### src/inc/dma_progress_pkg.sv
/*
 File: constants for the DMA channel progress and interrupt-enable block.
 Assumes: included before the interface and design modules.
*/
package dma_progress_pkg;
   // ----------------------------------------------------------------
   // Register byte offsets
   // ----------------------------------------------------------------
   localparam logic [7:0] control_offset = 8'h00;
   localparam logic [7:0] dest_addr_offset = 8'h18;
   localparam logic [7:0] remain_count_offset = 8'h1c;
   localparam logic [7:0] irq_enable_offset = 8'h20;
   localparam logic [7:0] irq_status_offset = 8'h24;
   // ----------------------------------------------------------------
   // Field positions and reset values
   // ----------------------------------------------------------------
   localparam int soft_reset_bit = 1;
   localparam int start_bit = 0;
   localparam int block_done_bit = 1;
   localparam int bus_abort_bit = 0;
   localparam int count_width = 16;
   localparam logic [1:0] irq_enable_reset = 2'h1;
   localparam logic [31:0] dest_addr_reset = 32'h0000_0000;
   localparam logic [15:0] remain_count_reset = 16'h0000;
   // Bytes moved per beat (word transfers)
   localparam logic [15:0] beat_bytes = 16'h0004;
   localparam logic [31:0] beat_addr_step = 32'h0000_0004;

   // Engine states
   typedef enum logic [1:0] {st_idle, st_run} engine_state_t;
endpackage

### src/inc/beat_if.sv
/*
 File: interface carrying beat results from the engine to the register file.
 Assumes: one clock domain; both ends in the same module tree.
*/
`timescale 1ns/1ps
`default_nettype none
interface beat_if;
   logic beat;
   logic [31:0] dest_addr;
   logic [15:0] remain;
   logic done;
   logic abort;
   modport engine (output beat, dest_addr, remain, done, abort);
   modport regs (input beat, dest_addr, remain, done, abort);
endinterface
`default_nettype wire

### src/design/dma_engine_core.sv
/*
 File: channel transfer engine, counting destination address and remaining bytes.
 Assumes: bus beat completion and error are single-cycle pulses from the system bus master.
*/
`timescale 1ns/1ps
`default_nettype none
module dma_engine_core
   import dma_progress_pkg::*;
(
   input wire logic clk,
   input wire logic resetn,
   input wire logic start,
   input wire logic soft_reset,
   input wire logic [31:0] start_dest,
   input wire logic [15:0] start_count,
   input wire logic bus_beat_done,
   input wire logic bus_error,
   output logic busy,
   beat_if.engine bi
);
   engine_state_t state_q, state_d;
   logic [31:0] addr_q, addr_d;
   logic [15:0] count_q, count_d;
   logic done_d, abort_d, beat_d, first_d;
   logic done_q, abort_q, beat_q, first_q;

   // --------------------------------------------------------------
   // Next-state logic
   // --------------------------------------------------------------
   always_comb begin
      state_d = state_q;
      addr_d = addr_q;
      count_d = count_q;
      done_d = 1'b0;
      abort_d = 1'b0;
      beat_d = 1'b0;
      first_d = first_q;
      if (soft_reset) begin
         state_d = st_idle;
         count_d = remain_count_reset;
      end else begin
         unique case (state_q)
            st_idle: begin
               if (start && start_count != 16'h0000) begin
                  state_d = st_run;
                  addr_d = start_dest;
                  count_d = start_count;
                  first_d = 1'b1;
               end
            end
            st_run: begin
               if (bus_error) begin
                  abort_d = 1'b1;
                  state_d = st_idle;
               end else if (bus_beat_done) begin
                  beat_d = 1'b1;
                  count_d = (count_q > beat_bytes) ? count_q - beat_bytes : 16'h0000;
                  // Address of the beat just finished: start address, then one step per beat
                  first_d = 1'b0;
                  if (!first_q) begin
                     addr_d = addr_q + beat_addr_step;
                  end
                  if (count_q <= beat_bytes) begin
                     done_d = 1'b1;
                     state_d = st_idle;
                  end
               end
            end
         endcase
      end
   end

   // Register the engine state
   always_ff @(posedge clk or negedge resetn) begin
      if (!resetn) begin
         state_q <= st_idle;
         addr_q <= dest_addr_reset;
         count_q <= remain_count_reset;
         done_q <= 1'b0;
         abort_q <= 1'b0;
         beat_q <= 1'b0;
         first_q <= 1'b0;
      end else begin
         state_q <= state_d;
         addr_q <= addr_d;
         count_q <= count_d;
         done_q <= done_d;
         abort_q <= abort_d;
         beat_q <= beat_d;
         first_q <= first_d;
      end
   end

   assign busy = (state_q == st_run);
   assign bi.beat = beat_q;
   assign bi.dest_addr = addr_q;
   assign bi.remain = count_q;
   assign bi.done = done_q;
   assign bi.abort = abort_q;
endmodule
`default_nettype wire

### src/design/irq_status_core.sv
/*
 File: sticky interrupt flags with write-one-to-clear and enable gating.
 Assumes: events and clear strobes are single-cycle and synchronous to clk.
*/
`timescale 1ns/1ps
`default_nettype none
module irq_status_core
   import dma_progress_pkg::*;
(
   input wire logic clk,
   input wire logic resetn,
   input wire logic [1:0] events,
   input wire logic [1:0] clear,
   input wire logic [1:0] enable,
   output logic [1:0] flags,
   output logic irq_pending
);
   logic [1:0] flags_q, flags_d;

   // Set wins over a clear in the same cycle
   always_comb begin
      flags_d = (flags_q & ~clear) | events;
   end

   // Register the flags
   always_ff @(posedge clk or negedge resetn) begin
      if (!resetn) begin
         flags_q <= 2'h0;
      end else begin
         flags_q <= flags_d;
      end
   end

   assign flags = flags_q;
   // Next-cycle request, registered again by the top
   assign irq_pending = |(flags_d & enable);
endmodule
`default_nettype wire

### src/design/dma_progress_top.sv
/*
 File: APB register front end of one DMA channel: progress readback,
 interrupt enable, interrupt status and control.
 Assumes: APB master per the protocol; bus beat and error pulses come
 from the system bus master that performs the channel's transfers.
*/
// The APB slave port is this design's own decision.
`timescale 1ns/1ps
`default_nettype none
module dma_progress_top
   import dma_progress_pkg::*;
(
   input wire logic clk,
   input wire logic resetn,
   input wire logic psel,
   input wire logic penable,
   input wire logic pwrite,
   input wire logic [7:0] paddr,
   input wire logic [31:0] pwdata,
   input wire logic [3:0] pstrb,
   output logic [31:0] prdata,
   output logic pready,
   output logic pslverr,
   input wire logic [31:0] start_dest,
   input wire logic [15:0] start_count,
   input wire logic bus_beat_done,
   input wire logic bus_error,
   output logic irq,
   output logic busy
);
   beat_if bi ();
   logic [1:0] enable_q, enable_d;
   logic [31:0] rdata_q, rdata_d;
   logic ready_q, ready_d, err_q, err_d;
   logic irq_q, busy_q;
   logic start_pulse, soft_reset_pulse;
   logic [1:0] flags, clear_flags;
   logic irq_pending, engine_busy;
   logic setup, access, wr, rd;

   // --------------------------------------------------------------
   // APB decode: one wait-free access, answered in the access cycle
   // --------------------------------------------------------------
   // Read data is fetched at the setup edge; writes land only at the
   // access edge where the master samples pready high
   assign setup = psel && !penable;
   assign access = psel && penable && ready_q;
   assign wr = access && pwrite;
   assign rd = setup && !pwrite;

   // Decoded-address check, used by the error path only
   function automatic logic mapped(input logic [7:0] a);
      mapped = (a == control_offset) || (a == dest_addr_offset) || (a == remain_count_offset)
               || (a == irq_enable_offset) || (a == irq_status_offset);
   endfunction

   // Control strobes come from the low byte lane
   assign start_pulse = wr && paddr == control_offset && pstrb[0] && pwdata[start_bit];
   assign soft_reset_pulse = wr && paddr == control_offset && pstrb[0] && pwdata[soft_reset_bit];
   assign clear_flags = (wr && paddr == irq_status_offset && pstrb[0]) ?
                        pwdata[1:0] : 2'h0;

   // Next values for enable, read data and answer
   always_comb begin
      enable_d = enable_q;
      rdata_d = 32'h0000_0000;
      ready_d = setup;
      err_d = setup && !mapped(paddr);
      if (wr && paddr == irq_enable_offset && pstrb[0]) begin
         enable_d = pwdata[1:0];
      end
      if (rd) begin
         unique case (paddr)
            dest_addr_offset: rdata_d = bi.dest_addr;
            remain_count_offset: rdata_d = {16'h0000, bi.remain};
            irq_enable_offset: rdata_d = {30'h0, enable_q};
            irq_status_offset: rdata_d = {30'h0, flags};
            control_offset: rdata_d = {31'h0, engine_busy};
            default: rdata_d = 32'h0000_0000;
         endcase
      end
   end

   // Register bus answer, enable and outputs
   always_ff @(posedge clk or negedge resetn) begin
      if (!resetn) begin
         enable_q <= irq_enable_reset;
         rdata_q <= 32'h0000_0000;
         ready_q <= 1'b0;
         err_q <= 1'b0;
         irq_q <= 1'b0;
         busy_q <= 1'b0;
      end else begin
         enable_q <= enable_d;
         rdata_q <= rdata_d;
         ready_q <= ready_d;
         err_q <= err_d;
         irq_q <= irq_pending;
         busy_q <= engine_busy;
      end
   end

   assign prdata = rdata_q;
   assign pready = ready_q;
   assign pslverr = err_q;
   assign irq = irq_q;
   assign busy = busy_q;

   // --------------------------------------------------------------
   // Engine and interrupt flags
   // --------------------------------------------------------------
   dma_engine_core u_engine (
      .clk(clk),
      .resetn(resetn),
      .start(start_pulse),
      .soft_reset(soft_reset_pulse),
      .start_dest(start_dest),
      .start_count(start_count),
      .bus_beat_done(bus_beat_done),
      .bus_error(bus_error),
      .busy(engine_busy),
      .bi(bi.engine)
   );

   irq_status_core u_irq (
      .clk(clk),
      .resetn(resetn),
      .events({bi.done, bi.abort}),
      .clear(clear_flags),
      .enable(enable_q),
      .flags(flags),
      .irq_pending(irq_pending)
   );
endmodule
`default_nettype wire

### config.mk
export PLATFORM = sky130hd
export DESIGN_NAME = dma_progress_top
export DESIGN_NICKNAME = d
export VERILOG_FILES = /design/src/inc/dma_progress_pkg.sv /design/src/inc/beat_if.sv /design/src/design/dma_engine_core.sv /design/src/design/irq_status_core.sv /design/src/design/dma_progress_top.sv
export SDC_FILE = /design/constraint.sdc
export NUM_CORES = 1
export LEC_CHECK = 0
export ABC_AREA = 0
export BUFFER_PORTS_ARGS = -buffer_cell sky130_fd_sc_hd__buf_2
export CAP_MARGIN = 20
export CORE_MARGIN = 10
export CORE_UTILIZATION = 30
export CTS_BUF_LIST = sky130_fd_sc_hd__clkbuf_4
export CTS_CLUSTER_DIAMETER = 60
export DETAILED_ROUTE_END_ITERATION = 12
export GPL_TIMING_DRIVEN = 1
export HOLD_SLACK_MARGIN = 0.1
export PLACE_DENSITY = 0.54
export SETUP_SLACK_MARGIN = 0.4
export SLEW_MARGIN = 10
export SYNTH_ARGS = -nofsm -noshare
export SYNTH_HDL_FRONTEND = slang
export SYNTH_SLANG_ARGS = --single-unit
### constraint.sdc
create_clock -name clk -period 3.2 [get_ports clk]
set_input_delay 0.48 -clock clk [delete_from_list [all_inputs] [get_ports clk]]
set_output_delay 0.48 -clock clk [all_outputs]
set_load 0.1 [all_outputs]
; Yosys cells after proc, flatten, opt, wreduce, memory -nomap -nowiden
; Cells that the tools add are included.
[word_totals]
ff_bits = 93
latch_bits = 0
mem_bits_rw = 0
mem_bits_ro = 0
in_bits = 99
word_cells = 98
memories = 0
[classes]
addsub = 2
n_mul = 0
n_div = 0
n_lt_le_gt_ge = 2
n_eq_ne = 14
shift = 0
muxes = 32
n_bitwise = 5
reduce_logical = 30
[op_table]
columns = operator, n
row1 = 2-to-1 mux 32 bit, 5
row2 = case mux 32 bit (5 select lines), 1
row3 = 2-to-1 mux 16 bit, 5
row4 = case mux 32 bit (2 select lines), 1
row5 = adder 32 x 3 -> 32 bit (second input constant), 1
row6 = case mux 16 bit (2 select lines), 1
row7 = == test 8 x 5 -> 1 bit (second input constant), 2
row8 = == test 8 x 6 -> 1 bit (second input constant), 2
row9 = greater-than comparator 16 x 3 -> 1 bit (second input constant), 1
row10 = less-or-equal comparator 16 x 3 -> 1 bit (second input constant), 1
row11 = nonzero test 16 bit, 1
row12 = subtractor 16 x 3 -> 16 bit (second input constant), 1
row13 = logical AND 1 bit, 15
row14 = 2-to-1 mux 2 bit, 6
row15 = 2-to-1 mux 1 bit, 11
row16 = logical NOT 8 bit, 1
row17 = != test 2 bit (second input constant), 3
row18 = != test 3 bit (second input constant), 2
row19 = AND reduction 3 bit, 2
row20 = AND reduction 5 bit, 1
row21 = AND 2 bit, 2
row22 = logical OR 1 bit, 4
row23 = != test 4 x 3 -> 1 bit (second input constant), 1
row24 = != test 4 bit (second input constant), 1
row25 = other kinds (12), 14

; Longest topological paths before layout
; Gate-level depths: netlist of the first run.
[logic_depth]
ltp_word = 11
depth_mapped = 8

; By module
; From an unflattened synthesis of the first run, not the netlist that was laid out.
[hier_totals]
cells_unflattened = 502
area_unflattened_um2 = 4947.2
[by_module_without_submodules]
columns = mod, instances, cells_each, area_per_inst_um2, seq_area_each_um2
row1 = dma_engine_core, 1, 370, 3294.4, 1326.3
row2 = dma_progress_top, 1, 125, 1571.5, 952.2
row3 = irq_status_core, 1, 7, 81.3, 50.0

; Worst setup path before layout of the first run
; OpenSTA, ideal clock, no wires.
[synth_path]
path_kind = flip-flop to flip-flop
from = reg ready_q (netlist: pready)
to = reg u_engine.count_q[12] (netlist: u_engine.bi.remain[12])
setup_time_ns = 0.121
arrival_time_ns = 2.370
required_time_ns = 3.079
setup_slack_ns = 0.709
path_stages_with_launch = 8
period_less_slack_ns = 2.491
cell_sequence = dfrtp_1 and3_1 and3_1 clkbuf_1 nand4_2 and2_0 clkbuf_1 a22o_1
[synth_between]
elab_chain_cells = 8
word_cells_on_any_way = 12
[synth_rtl]
columns = element, line_no
row1 = "start, declared", dma_progress_top.sv:34  ; logic ready_q, ready_d, err_q, err_d;
row2 = "start signal, assigned", dma_progress_top.sv:96  ; ready_q <= ready_d;
row3 = logical AND 1 bit (*), dma_progress_top.sv:47  ; assign access = psel && penable && ready_q;
row4 = logical AND 1 bit (*), dma_progress_top.sv:48  ; assign wr = access && pwrite;
row5 = logical AND 1 bit (*) (2 in series), "dma_progress_top.sv:58, dma_progress_top.sv:59"
row6 = logical AND 1 bit, dma_progress_top.sv:58  ; assign start_pulse = wr && paddr == control_offset && pstrb[0] && pwdata[start_bit];
row7 = logical AND 1 bit, dma_engine_core.sv:44  ; if (start && start_count != 16'h0000) begin
row8 = != test 3 x 2 -> 1 bit (no line), -
row9 = AND reduction 3 bit (no line), -
row10 = "end signal, assigned", dma_engine_core.sv:78  ; count_q <= remain_count_reset;
row11 = "end signal, assigned", dma_engine_core.sv:86  ; count_q <= count_d;
row12 = "end, declared", dma_engine_core.sv:23  ; logic [15:0] count_q, count_d;
; Mark *: on every way between the ends. The rest lies on a longest branch, timed or not.
; A chain may end at the register's enable or synchronous reset.

; Final worst setup path of the first run
[layout_path]
from = reg u_engine.addr_q[9] (netlist: u_engine.bi.dest_addr[9])
to = reg u_engine.addr_q[29] (netlist: u_engine.bi.dest_addr[29])
[layout_between]
elab_chain_cells = 5
[layout_rtl]
columns = element, line_no
row1 = "start, declared", dma_engine_core.sv:22  ; logic [31:0] addr_q, addr_d;
row2 = "start signal, assigned", dma_engine_core.sv:77  ; addr_q <= dest_addr_reset;
row3 = "start signal, assigned", dma_engine_core.sv:85  ; addr_q <= addr_d;
row4 = adder 32 x 3 -> 32 bit, dma_engine_core.sv:61  ; addr_d = addr_q + beat_addr_step;
row5 = 2-to-1 mux 32 bit, dma_engine_core.sv:60  ; if (!first_q) begin
row6 = 2-to-1 mux 32 bit, dma_engine_core.sv:55  ; end else if (bus_beat_done) begin
row7 = 2-to-1 mux 32 bit, dma_engine_core.sv:52  ; if (bus_error) begin
row8 = case mux 32 bit (2 select lines), dma_engine_core.sv:42  ; unique case (state_q)
; Every way passes these cells. The select of a mux whose other input is x is not followed.

==> results of run 1 <==
==> power groups by stage <==
| stage | logic [uW] | clock network, uW | registers (uW) |
|---|---|---|---|
| floorplan | 153 | 0 | 1290 |
| finish | 263 | 646 | 1300 |
| CTS | 265 | 660 | 1290 |
| global route | 298 | 705 | 1310 |
| detailed placement | 263 | 0 | 1320 |
| global placement | 255 | 0 | 1310 |
==> cell usage after synthesis (6+ instances only) <==
cell type	count	area [um2]
dfrtp_1	91	2280
nand2_1	44	165
nor2_1	40	150
inv_1	27	101
o21ai_0	27	135
and3_1	23	144
clkbuf_1	23	86.3
a22oi_1	21	158
a21oi_1	18	90.1
nand3_1	17	85.1
nor3_1	16	80.1
a31oi_1	13	81.3
mux2i_1	12	120
nor4_1	12	75.1
a211oi_1	11	82.6
nand4_1	9	56.3
o221ai_1	9	78.8
o211ai_1	8	60.1
nand2b_1	7	43.8
or4_1	7	52.6
a221o_2	6	67.6
a32oi_1	6	52.6
buf_2	6	30.0
o22ai_1	6	37.5
==> tightest hold or removal path: cells and delay by family <==
family / cells / cell delay (ps)
simple gates: 2 / 90
buf+inv: 1 / 80
==> layout by cell type, fill, tap and decap left out, types with 4 or more instances in the layout <==
cell type / count
and3_1: 23
nor2b_1: 4
a22o_1: 5
and4_1: 4
inv_1: 27
buf_2: 100
nor3b_1: 4
nand4_1: 9
a32oi_1: 6
o21ai_0: 27
nor2_1: 40
buf_4: 21
or2_2: 5
clkbuf_4: 9
o22ai_1: 6
a21oi_1: 18
dfrtp_1: 91
a221o_2: 6
or4_1: 7
o221ai_1: 9
a22oi_1: 21
nand2_1: 44
o211ai_1: 8
mux2_2: 4
a211oi_1: 11
nand3_1: 17
nor3_1: 15
a31oi_1: 13
mux2i_1: 12
nand2b_1: 7
nor4_1: 12
==> flip-flops by register name, summed over array words and instances, names as in the netlist <==
signal	count
irq	1
u_irq.flags	2
u_engine.bi.done	1
u_engine.bi.dest_addr	32
u_engine.bi.abort	1
prdata	32
enable_q	2
busy	1
pready	1
u_engine.first_q	1
u_engine.bi.remain	16
u_engine.state_q	1
pslverr	1
==> metal layers <==
metal | up-vias | part of all wire, %
li1 | 2316 | -
met1 | 2398 | 42
met2 | 183 | 47
met3 | 23 | 8.2
met4 | 0 | 2.2
met5 | - | 0
==> worst min-delay path by stage <==
stage,start,slack (ps),end
floorplan,resetn,180,busy
global placement,u_engine.bi.abort,450,u_irq.flags[0]
detailed placement,u_engine.bi.abort,450,u_irq.flags[0]
CTS,start_dest[1],180,u_engine.bi.dest_addr[1]
global route,start_dest[1],200,u_engine.bi.dest_addr[1]
finish,start_dest[1],210,u_engine.bi.dest_addr[1]
==> metrics by stage <==
step                      instance area, um2  utilization (%)  hold WS (ps)
final                                   6080             35.4           207
after floorplan                         5200                -           184
after detailed placement                5950             34.6           448
after CTS                               6080             35.4           175
after global routing                    6080             35.4           202
after global placement                  5950             34.6           452
==> kinds of logic after synthesis <==
group	count (synthesis)	synth area share, %
flip-flops	92	44.3
AO/OA/AOI/OAI	163	22.9
buffers and inverters	65	5.84
XOR/XNOR	5	0.842
AND/OR/NAND/NOR	214	22.2
multiplexers	16	3.17
adder cells (fa/ha/maj)	3	0.722
==> final cells by class <==
type	count	area, um2	area share, %
tap	225	282	4.63
multi-input combinational	401	2600	42.7
clock inverter	6	56.3	0.926
timing repair buffer	122	668	11.0
clock buffer	9	67.6	1.11
sequential	92	2300	37.9
inverter	28	105	1.73
==> results.cfg, run 1 <==
[timing]
skew_ps = 30.4
clock.fmax_ghz = 0.401
setup_viol = 0
hold_viol_final = 0
slew_headroom_pct = 44.1
min_period_over_period_pct = 77.9
finalSetupTns_ps = 0
worstMarginPinSlew_ps = 830
setup_ws_ps = 708
slew_viol_final = 0
grt_setup_unrepaired = no
fin_crit_ps = 2490

[min_path]
min_delay_path_depth = 3
hp-class = primary input to flop

[setup_path]
cp_num_buf_inv = 0
max_stage_delay_ps = 750
r2r_start = u_engine.bi.dest_addr[9]
cpMaxStageDelayCell = or4_1
critPathTopFamily = simple AND/OR/NAND/NOR gates
worstSetupStartpoint = u_engine.bi.dest_addr[9]
cp_max_fo = 13
critPathKind = flop to flop
cp-endpoint = u_engine.bi.dest_addr[29]
critPathCaptureType = flop
critical_path.cell_chain = nand4_1 > or4_1 > nor3_1 > mux2_2 > a221o_2
ff2ff_setup_slack_ps = 710
cp.depth = 5
arrival_ps = 2890
required_ps = 3590
r2r_end = u_engine.bi.dest_addr[29]
cp-start-kind = flop
worstRegToRegCells = 5

[die]
fp.dieW_um = 152
pin_count = 135
die_h_um = 152
core-area_mm2 = 0.0172
num_rows = 48
initial_utilization_pct = 30.3
die_area_mm2 = 0.0230

[final_layout]
nNetsFinal = 756
area_delta_synth_final_pct = 16.9
antennaDiodeCount = 0
drive_gt1_share_pct = 25.1
finalNonFillerCells = 883
nFillCells = 1857

[cts]
hold_buffers = 1
clock_sinks = 92
cts_inserted_buffers = 9
cts_root_buffer = clkbuf_4
cts_setup_buffers = 0
post_cts_resize_count = 0
cts_tree = yes
cts.clk_slew.worst_paths_ps = 150
htreeDepth = 3
cts_buffer_depth = 2
insertion_delay_ps = 500

[power_and_ir_drop]
power_uw = 2210
power_frac_comb_pct = 11.9
switching_power_uw = 652
switching_share_pct = 29.6
clkPwrFrac_pct = 29.3
p_int_uw = 1550
seqPwrFrac_pct = 58.8
irDropWorstVdd_mv = 0.148
leakagePower_uw = 0.00273
p_per_area_mw_per_mm2 = 363

[flow_run]
drv_cap = 0

[global_route]
grt_usage_pct = 15.4
grt_max_degree = 39
antenna_found_initial = 0
gr-usage-met1_pct = 19.5
grt_busiest_layer = met2
grt_use_met3_pct = 4.19
grt_pass1_vias = 5048
grt_overflow = 0
grt_pass1_wl_um = 27900
grt_util_met2_pct = 24.2

[logic_synthesis]
synth-seq-area-share_pct = 44.3
synthArstFlopShare_pct = 100
synth_enable_flop_cells = 0
syn-num-nets = 660
syn_area_mm2 = 0.00520
ys_seq_elements = 92
syn_inst = 558
synth_flop_cell = dfrtp_1
synth_cell_types = 72
yosysWarningCount = 0
synthesis.area_per_instance_um2 = 9.32

[run_status]
status = completed

[detailed_routing]
drcViolationCount = 0
drtPass1Iterations = 7
drt_iter0_drc = 372
ant_nets = 0
routed_via_density = 5.57
drt_wl_total_um = 17500
avgRoutedWirePerCell_um = 19.9
vias = 4920

[placed_design]
place_congestion = 0.891
portBuffers = 101
pre_cts_ws_ps = 418
dpl.cell_count = 867
post-dp-hpwl_um = 13100
No activity file was read; power rests on OpenSTA's default activity.
==> run 2, diff against run 1 <==
--- a/config.mk
+++ b/config.mk
@@ -15,7 +15,7 @@
 export DETAILED_ROUTE_END_ITERATION = 12
 export GPL_TIMING_DRIVEN = 1
 export HOLD_SLACK_MARGIN = 0.1
-export PLACE_DENSITY = 0.54
+export PLACE_DENSITY = 0.56
 export SETUP_SLACK_MARGIN = 0.4
 export SLEW_MARGIN = 10
 export SYNTH_ARGS = -nofsm -noshare
==> constraint.sdc (replaced) <==
create_clock -name clk -period 2.1 [get_ports clk]
set_input_delay 0.315 -clock clk [delete_from_list [all_inputs] [get_ports clk]]
set_output_delay 0.315 -clock clk [all_outputs]
set_load 0.1 [all_outputs]
==> run 2 against run 1 <==
  * Combinational power grew to 2.7 times the previous value
  * Wire length grew 11%
  * Worst hold slack lost 76 ps
  * Final cell count grew 17%
  * Total power grew 71%
  * Via count grew 14%
  * Non-clock buffer count grew 154
  * Maximum frequency grew 21%
  * Clock skew shrank 4.0 ps
  * Register-to-register slack lost 670 ps
  * First-iteration DRC count shrank 2.7%
  * Sequential power grew 48%
  * Critical path type unchanged
  * Largest power group unchanged
==> results.cfg, run 2 (synthesis results as in run 1) <==
[run_status]
status = completed

[setup_path]
cp.depth = 5
cp-start-kind = flop
critPathTopFamily = simple AND/OR/NAND/NOR gates
critPathKind = flop to flop
required_ps = 2480
arrival_ps = 2440
critical_path.cell_chain = nand4_1 > or4_4 > nor3_4 > mux2_4 > a221o_2
cp_num_buf_inv = 0
critPathCaptureType = flop
max_stage_delay_ps = 600
cpMaxStageDelayCell = or4_4
worstRegToRegCells = 5
cp_max_fo = 2

[die]
die_area_mm2 = 0.0230
core-area_mm2 = 0.0172
pin_count = 135
fp.dieW_um = 152
die_h_um = 152
num_rows = 48
initial_utilization_pct = 30.3

[flow_run]
drv_cap = 0

[global_route]
antenna_found_initial = 0
grt_usage_pct = 16.3
grt_pass1_wl_um = 29800
grt_pass1_vias = 5772
grt_overflow = 0
grt_max_degree = 39

[placed_design]
post-dp-hpwl_um = 14100
place_area_mm2 = 0.00676
portBuffers = 101
pre_cts_ws_ps = -243
place_congestion = 0.893

[timing]
skew_ps = 26.4
clock.fmax_ghz = 0.486
slew_viol_final = 0
hold_viol_final = 0
grt_setup_unrepaired = yes
worstMarginPinSlew_ps = 498
finalSetupTns_ps = 0
slew_headroom_pct = 66.8
setup_ws_ps = 41.9
whs_ps = 131
setup_viol = 0
min_period_over_period_pct = 98.0
fin_crit_ps = 2060

[min_path]
min_delay_path_depth = 2
hp-class = primary input to flop

[cts]
cts_tree = yes
cts_root_buffer = clkbuf_4
cts.clk_slew.worst_paths_ps = 150
cts_buffer_depth = 2
htreeDepth = 3
clock_sinks = 92
cts_inserted_buffers = 9
insertion_delay_ps = 500

[detailed_routing]
drt_wl_total_um = 19400
vias = 5623
drcViolationCount = 0
drt_iter0_drc = 362
avgRoutedWirePerCell_um = 18.7
routed_via_density = 5.42
ant_nets = 0
drtPass1Iterations = 5

[final_layout]
antennaDiodeCount = 0
nNetsFinal = 910
drive_gt1_share_pct = 44.1
final_cell_mix = buf_4, buf_2, dfrtp_1, nand2_1, nor2_1
layout_commonest_cell = buf_4
design_area_mm2 = 0.00808
area_delta_synth_final_pct = 55.4

[power_and_ir_drop]
leakagePower_uw = 0.00372
irDropWorstVdd_mv = 0.326
p_per_area_mw_per_mm2 = 465
## run 2: area by class of cell
| class | instances | area [um2] |
|---|---|---|
| fill | 1673 | 9090 |
| inverter | 28 | 105 |
| clock inverter | 5 | 77.6 |
| timing repair buffer | 276 | 2140 |
| multi-input combinational | 401 | 3090 |
| sequential | 92 | 2310 |
| clock buffer | 10 | 75.1 |
| tap | 225 | 282 |
## run 2: metal layers
layer	vias to the layer above	part of all wire [%]	GRT usage, %
met5	-	0	0
met1	2773	42	20.8
met3	37	6.0	2.79
met2	192	49	26.6
met4	0	2.4	6.67
li1	2621	-	-
## run 2: per-stage QoR
stage                     total power [uW]  instances  utilization [%]
final                                 3760       1037             47.1
after global routing                  3930       1037             47.1
after CTS                             3720       1018             43.8
after detailed placement              2530        958             39.3
after global placement                2510        958             39.3
after floorplan                       2210        558                -
## run 2: path summary, 6_finish.rpt
kind | slack [ps] | endpoint | start
min | 130 | enable_q[0] | pwdata[0]
min in group asynchronous | 310 | prdata[1] | resetn
min reg2reg | 510 | u_irq.flags[0] | u_engine.bi.abort
max | 40 | u_engine.bi.dest_addr[29] | u_engine.bi.dest_addr[15]
max in group asynchronous | 1210 | u_engine.bi.dest_addr[10] | resetn
max reg2reg | 40 | u_engine.bi.dest_addr[29] | u_engine.bi.dest_addr[15]
## run 2: what timing repair did
item | in CTS | in global routing
pin swaps | 17 | 48
hold buffers | 30 | 0
endpoints found under the setup margin | 46 | 49
endpoints found under the hold margin | 61 | 0
setup buffers | 14 | 17
cloned | 1 | 2
resized for setup | 51 | 73
## run 2: report_power, final
| group | leakage [uW] | switching (uW) | total, uW | internal, uW |
|---|---|---|---|---|
| registers | 0.00118 | 70.4 | 1920 | 1850 |
| logic | 0.00245 | 366 | 717 | 351 |
| clock network | 0.0000839 | 638 | 1120 | 486 |
| total | 0.00372 | 1070 | 3760 | 2690 |
